## config.mk

```make
export PLATFORM = sky130hd
export DESIGN_NAME = tsad_stim_decode
export DESIGN_NICKNAME = d
export VERILOG_FILES = /design/src/logic/tsad_pkg.sv /design/src/logic/tsad_stim_decode.sv
export SDC_FILE = /design/constraint.sdc
export NUM_CORES = 1
export LEC_CHECK = 0
export BUFFER_PORTS_ARGS = -buffer_cell sky130_fd_sc_hd__clkbuf_2
export CORE_MARGIN = 1
export CORE_UTILIZATION = 25
export CTS_CLUSTER_DIAMETER = 50
export DETAILED_ROUTE_END_ITERATION = 7
export GPL_ROUTABILITY_DRIVEN = 0
export PLACE_DENSITY = 0.51
export SYNTH_ARGS = -nofsm -noshare
export SYNTH_HDL_FRONTEND = slang
export SYNTH_SLANG_ARGS = --single-unit
```

## constraint.sdc

```tcl
create_clock -name clock -period 2.2 [get_ports clock]
set_clock_uncertainty 0.1 [all_clocks]
set_input_delay 0.22 -clock clock [delete_from_list [all_inputs] [get_ports clock]]
set_output_delay 0.22 -clock clock [all_outputs]
set_load 0.005 [all_outputs]
```

## src/logic/tsad_pkg.sv

```systemverilog
// What this block does
// - Stimulus write port serves three masters: processor cluster, DMA, fabric bridge.
// - Window is 48 MB, three 16 MB segments at FC, FD, FE million hex.
// - Write address bits 7..0 pick the byte within a 256-byte stimulus port.
// - Write address bits 23..8 pick one of 65536 stimulus ports.
// - Address bits 25..24 pick the segment; only 0, 1, 2 are legal.
// - Every emitted stimulus message carries a source master identifier.
// - Source identifier bits 5..0 copy write address bits 29..24.
// - Source identifier bit 6 copies protection bit 1: 0 secure, 1 nonsecure.
// - Hardware events 31..4 come from the fabric cross trigger, each makes a message.
// - Debug reset clears every register of the trace-bus clock domain.
package tsad_pkg;
  localparam int NUM_MASTERS = 3;
  localparam int NUM_FABRIC_EVT = 28;
  localparam int EVT_BASE = 4;
  localparam logic [31:0] SEG_BASE_LO = 32'hFC000000;
  localparam logic [31:0] SEG_BASE_MID = 32'hFD000000;
  localparam logic [31:0] SEG_BASE_HI = 32'hFE000000;
  localparam logic [31:0] WIN_END = 32'hFEFFFFFF;
  localparam logic [5:0] WIN_TAG = 6'h3F;
  localparam logic [1:0] SEG_BAD = 2'h3;
  localparam int TAG_HI = 31;
  localparam int TAG_LO = 26;
  localparam int SRC_HI = 29;
  localparam int SEG_HI = 25;
  localparam int SEG_LO = 24;
  localparam int PORT_HI = 23;
  localparam int PORT_LO = 8;
  localparam int BYTE_HI = 7;
  localparam int BYTE_LO = 0;
  localparam int PROT_NS = 1;
  localparam logic [1:0] RESP_OKAY = 2'h0;
  localparam logic [1:0] RESP_DECERR = 2'h3;
  // Arbitrary neutral source identifier stamped on fabric event messages
  localparam logic [6:0] EVT_SRC_ID = 7'h7F;

  typedef enum logic {TSAD_KIND_STIM, TSAD_KIND_EVENT} tsad_kind_t;

  typedef struct packed {
    logic [31:0] addr;
    logic [2:0] prot;
  } tsad_aw_t;

  typedef struct packed {
    logic [31:0] data;
    logic [3:0] strb;
  } tsad_w_t;

  typedef struct packed {
    tsad_kind_t kind;
    logic [6:0] srcId;
    logic [15:0] port;
    logic [7:0] byteOff;
    logic [31:0] data;
    logic [3:0] strb;
  } tsad_msg_t;
endpackage

```

## src/logic/tsad_stim_decode.sv

```systemverilog
module tsad_stim_decode #(
  parameter int NumMasters = tsad_pkg::NUM_MASTERS,
  parameter int NumEvents = tsad_pkg::NUM_FABRIC_EVT
) (
  input wire logic clock,
  input wire logic rst,
  input wire logic ce,
  input wire logic [NumMasters-1:0] sAwValid,
  output logic [NumMasters-1:0] sAwReady,
  input wire tsad_pkg::tsad_aw_t sAw [NumMasters],
  input wire logic [NumMasters-1:0] sWValid,
  output logic [NumMasters-1:0] sWReady,
  input wire tsad_pkg::tsad_w_t sW [NumMasters],
  output logic [NumMasters-1:0] sBValid,
  input wire logic [NumMasters-1:0] sBReady,
  output logic [1:0] sBResp,
  input wire logic [NumEvents-1:0] fabricEvent,
  output logic msgValid,
  input wire logic msgReady,
  output tsad_pkg::tsad_msg_t msg
);
  localparam int GW = (NumMasters > 1) ? $clog2(NumMasters) : 1;
  localparam int EW = (NumEvents > 1) ? $clog2(NumEvents) : 1;

  typedef enum logic [1:0] {ST_IDLE, ST_EMIT, ST_RESP} tsad_state_t;

  tsad_state_t state, next_state;
  logic [GW-1:0] grant, next_grant;
  logic [GW-1:0] rr, next_rr;
  tsad_pkg::tsad_aw_t aw, next_aw;
  tsad_pkg::tsad_w_t w, next_w;
  logic [1:0] resp, next_resp;
  logic msgFull, next_msgFull;
  tsad_pkg::tsad_msg_t next_msg;
  logic [NumEvents-1:0] pend, next_pend;
  logic [NumEvents-1:0] evtMeta, evtSync, evtPrev;
  logic [NumEvents-1:0] evtRise;
  logic reqHit;
  logic [GW-1:0] pick;
  logic slotFree;
  logic evtAny;
  logic [EW-1:0] evtIdx;

  // Fabric events are asynchronous: two flops, then edge detect on the second
  always_ff @(posedge clock)
  begin
    if (rst)
    begin
      evtMeta <= '0;
      evtSync <= '0;
      evtPrev <= '0;
    end
    else if (ce)
    begin
      evtMeta <= fabricEvent;
      evtSync <= evtMeta;
      evtPrev <= evtSync;
    end
  end

  assign evtRise = evtSync & ~evtPrev;
  assign slotFree = !msgFull || msgReady;
  assign msgValid = msgFull && ce;

  // Round-robin pick among masters offering both address and data
  always_comb
  begin
    int idx;
    idx = 0;
    reqHit = 1'b0;
    pick = '0;
    for (int k = 0; k < NumMasters; k++)
    begin
      idx = (int'(rr) + k) % NumMasters;
      if (!reqHit && sAwValid[idx] && sWValid[idx])
      begin
        reqHit = 1'b1;
        pick = GW'(idx);
      end
    end
  end

  // Lowest pending event goes first; higher numbers wait their turn
  always_comb
  begin
    evtAny = 1'b0;
    evtIdx = '0;
    for (int k = NumEvents - 1; k >= 0; k--)
    begin
      if (pend[k])
      begin
        evtAny = 1'b1;
        evtIdx = EW'(k);
      end
    end
  end

  // Handshake outputs; segment 3 writes are still accepted and answered
  generate
    for (genvar i = 0; i < NumMasters; i++)
    begin : g_master
      assign sAwReady[i] = ce && state == ST_IDLE && reqHit && pick == GW'(i);
      assign sWReady[i] = ce && state == ST_IDLE && reqHit && pick == GW'(i);
      assign sBValid[i] = ce && state == ST_RESP && grant == GW'(i);
    end
  endgenerate

  assign sBResp = resp;

  // Next state of the write path, the message slot and the event flags
  always_comb
  begin
    tsad_pkg::tsad_aw_t pa;
    logic [31:0] a;
    logic [NumEvents-1:0] clr;
    pa = sAw[pick];
    a = pa.addr;
    clr = '0;
    next_state = state;
    next_grant = grant;
    next_rr = rr;
    next_aw = aw;
    next_w = w;
    next_resp = resp;
    next_msgFull = msgFull && !msgReady;
    next_msg = msg;
    case (state)
      ST_IDLE:
      begin
        if (reqHit)
        begin
          next_grant = pick;
          next_aw = pa;
          next_w = sW[pick];
          next_rr = (int'(pick) == NumMasters - 1) ? '0 : GW'(int'(pick) + 1);
          if (a >= tsad_pkg::SEG_BASE_LO && a <= tsad_pkg::WIN_END)
          begin
            next_state = ST_EMIT;
            next_resp = tsad_pkg::RESP_OKAY;
          end
          else
          begin
            next_state = ST_RESP;
            // Only the unused segment of the window is answered OKAY
            if (a[tsad_pkg::TAG_HI:tsad_pkg::TAG_LO] == tsad_pkg::WIN_TAG)
              next_resp = tsad_pkg::RESP_OKAY;
            else
              next_resp = tsad_pkg::RESP_DECERR;
          end
        end
        else if (evtAny && slotFree)
        begin
          next_msgFull = 1'b1;
          next_msg.kind = tsad_pkg::TSAD_KIND_EVENT;
          next_msg.srcId = tsad_pkg::EVT_SRC_ID;
          next_msg.port = 16'(int'(evtIdx) + tsad_pkg::EVT_BASE);
          next_msg.byteOff = '0;
          next_msg.data = '0;
          next_msg.strb = '0;
          clr[evtIdx] = 1'b1;
        end
      end
      ST_EMIT:
      begin
        if (slotFree)
        begin
          next_msgFull = 1'b1;
          next_msg.kind = tsad_pkg::TSAD_KIND_STIM;
          next_msg.srcId = {aw.prot[tsad_pkg::PROT_NS],
                            aw.addr[tsad_pkg::SRC_HI:tsad_pkg::SEG_LO]};
          next_msg.port = aw.addr[tsad_pkg::PORT_HI:tsad_pkg::PORT_LO];
          next_msg.byteOff = aw.addr[tsad_pkg::BYTE_HI:tsad_pkg::BYTE_LO];
          next_msg.data = w.data;
          next_msg.strb = w.strb;
          next_state = ST_RESP;
        end
      end
      ST_RESP:
      begin
        if (sBReady[grant])
          next_state = ST_IDLE;
      end
      default:
        next_state = ST_IDLE;
    endcase
    // A new edge in the cycle its flag is taken keeps the flag set
    next_pend = (pend & ~clr) | evtRise;
  end

  // All state freezes while the clock enable is low
  always_ff @(posedge clock)
  begin
    if (rst)
    begin
      state <= ST_IDLE;
      grant <= '0;
      rr <= '0;
      aw <= '0;
      w <= '0;
      resp <= tsad_pkg::RESP_OKAY;
      msgFull <= 1'b0;
      msg <= '0;
      pend <= '0;
    end
    else if (ce)
    begin
      state <= next_state;
      grant <= next_grant;
      rr <= next_rr;
      aw <= next_aw;
      w <= next_w;
      resp <= next_resp;
      msgFull <= next_msgFull;
      msg <= next_msg;
      pend <= next_pend;
    end
  end
endmodule

```

==> out/qor.yml <==
cts:
  cts_root_buf: "clkbuf_16"
  max-clock-path-buffers: 3
  clk_pin_slew_ps: 60
  clk_latency_ps: 520
  htreeDepth: 2
  cts_sinks: 255
  cts_tree: "yes"
  cts_buffers: 35
setup_path:
  critPathRequiredTime_ps: 1880
  critical_path_peak_fanout: 7
  arrival_ps: 2320
  startpoint_type: "flip-flop"
  worstPathCellList: "inv_2, ha_4, maj3_2, o2111a_4, buf_12, nor3_4, buf_2"
  cpPeakStageDelay_ps: 340
  critPathTopFamily: "adder cells"
  crit_cells: 7
  critical_path_class: "flip-flop to output pin"
  slowest_stage: "o2111a_4"
  ff2ff_path_depth: 14
  crit_buf_inv: 3
  end_kind: "output pin"
detailed_routing:
  totalWireLength_um: 40200
  ant_nets: 0
  vias: 10958
  firstDrtPassIters: 5
  drtIter0Drc: 532
  vias_per_cell: 4.67
  drc: 0
  avgRoutedWirePerCell_um: 17.1
sta:
  final-setup-viol-count: 147
  rsz0062_at_grt: "yes"
  period_needed_ps: 2640
  max_freq_ghz: 0.380
  period_share_pct: 120
  setup_tns_ps: -25370
  slew_viol_final: 0
  finalWorstSetupSlack_ps: -435
  final_hold_viol_count: 0
  slew_headroom_pct: 62.2
  worstMarginPinSlew_ps: 567
placement:
  post-dp-hpwl_um: 26200
  placedCellCount: 2088
  port_buffers: 327
global_route:
  grt_max_degree: 69
  grt_pass1_vias: 10829
  grt_pass1_wl_um: 60000
  grtUsageTotal_pct: 17.2
  antenna_found_initial: 2
  grt_overflow: 0
pwr:
  power-per-cell-area_nw_per_um2: 745
  p_leak_nw: 7.72
  vdd_drop_max_v: 0.000410
  total_power_mw: 13.3
die:
  start_util_pct: 25.5
  dieHeight_um: 213
  num_rows: 76
  dieWidth_um: 213
  die_area_um2: 45200
  io_pins: 334
  core_um2: 43500
cells_and_area:
  nFillCells: 4199
  final_common_cell: "clkbuf_2"
  layout_common_cells: "clkbuf_2, dfxtp_1, dlygate4sd3_1, nor2_1, a22o_1"
  multi_input_area_um2: 5960
  fin_cells: 2345
  area_growth_pct: 60.4
  nets: 1992
  drive_gt1_share_pct: 35.0
  final-seq-area_um2: 5110
yosys:
  ys_ff_latch: 255
  yosysUniqueCellTypes: 69
  synth_edf_count: 0
  synthTopCellsByArea: "dfxtp_1, mux2i_1, a22o_1, nor2_1, o21ai_0"
  yosys_warnings: 0
  synth_top_area_cell: "dfxtp_1"
  synth_nets: 1438
  avgSynthCellArea_um2: 9.39
  synth.cell_area_um2: 11100
  synthFlopType: "dfxtp_1"
  postSynthCellCount: 1182
  synth_top_area_share_pct: 46.0
  yosysSeqAreaShare_pct: 46.0
  synthArstFlopShare_pct: 0
flow_run:
  maxCapViolCount: 0
status:
  status: "finished, violations left"
  violations: "negative setup slack"
worst_hold_path:
  hold_path_depth: 4
  holdCritPathClass: "input pin to flip-flop"
[registers in the layout, indices dropped and copies added (netlist names)]
register	cells
evtSync	28
state	2
msg	68
rr	2
aw	31
grant	2
evtMeta	28
pend	28
w	36
msgFull	1
sBResp	1
evtPrev	28
[per-layer routing]
layer | GRT usage [%] | wire length [um] | vias up
li1 | - | - | 5442
met1 | 20.6 | 17200 | 5130
met2 | 30.2 | 19800 | 325
met3 | 3.37 | 2110 | 61
met4 | 6.57 | 1070 | 0
met5 | 0 | 0 | -
[worst min-delay path: stages]
cell      delay (ps)
clkbuf_2          70
mux2i_1           50
o21ai_1          140
a22o_1           130
[power breakdown]
part | leakage, nW | total (mW) | internal (mW) | switching [mW]
registers | 2.07 | 4.98 | 4.84 | 0.136
clock network | 0.569 | 5.65 | 3.56 | 2.09
logic | 5.08 | 2.63 | 1.38 | 1.25
total | 7.72 | 13.3 | 9.78 | 3.47
[cell families (layout without fill, tap and decap cells)]
| family | count (synthesis) | in the layout | share of synthesized area [%] |
|---|---|---|---|
| DFF | 255 | 255 | 46.0 |
| and+or+nand+nor | 354 | 354 | 15.0 |
| buffers and inverters | 98 | 673 | 4.94 |
| other | 0 | 3 | 0 |
| AOI/OAI and AO/OA | 338 | 338 | 21.7 |
| adders and majority gates | 3 | 3 | 0.327 |
| muxes | 134 | 134 | 12.1 |
[cell usage after synthesis (3+ instances only)]
cell type    n
and3b_1      4
nor2b_1      7
buf_2       25
nor3_1      21
a22o_1     122
o21ai_0     96
a31oi_1     14
buf_6        7
o21ai_1      3
nand2_1    117
nand2b_1    27
or4_1        6
or3_1        4
inv_1       11
mux2i_1    134
nand4_1      7
nor2_1     130
clkbuf_1    38
o31ai_1      4
and2_1       3
dfxtp_1    255
buf_4        4
o211a_1      6
buf_1        8
nor4_2       4
a21oi_1     49
o221a_2      5
buf_12       5
nand3b_1     7
o21bai_1     3
a211oi_2     3
nand3_1      4
[area by class of cell]
class	count	area share [%]
Clock inverter	12	0.935
Antenna cell	3	0.0422
Sequential cell	255	28.7
Timing Repair Buffer	604	26.9
Tap cell	585	4.11
Multi-Input combinational cell	829	33.5
Inverter	11	0.232
Clock buffer	46	5.62
[metrics by stage]
stage	utilization [%]	hold slack (ps)	cell area (um2)	setup WS, ps
floorplan	-	267	11100	19.9
detailed placement	31.8	347	13800	-259
finish	40.9	24.1	17800	-435
global placement	31.8	338	13800	-265
global route	40.9	20.6	17800	-531
CTS	40.3	0.299	17500	-500
[what timing repair did]
item,CTS,global route
hold endpoints to repair,98,0
pin swaps,24,17
setup buffers,38,7
cloned,14,2
hold buffers,139,0
resized for setup,169,54
setup endpoints to repair,157,170
[worst paths after layout]
kind / startpoint / to / slack (ps)
max: rr[0] / sAwReady[0] / -440
min reg2reg: evtPrev[2] / pend[2] / 350
max reg2reg: rr[0] / w[28] / -360
min: sAw[91] / aw[21] / 20
(Power assumes the default switching activity.)
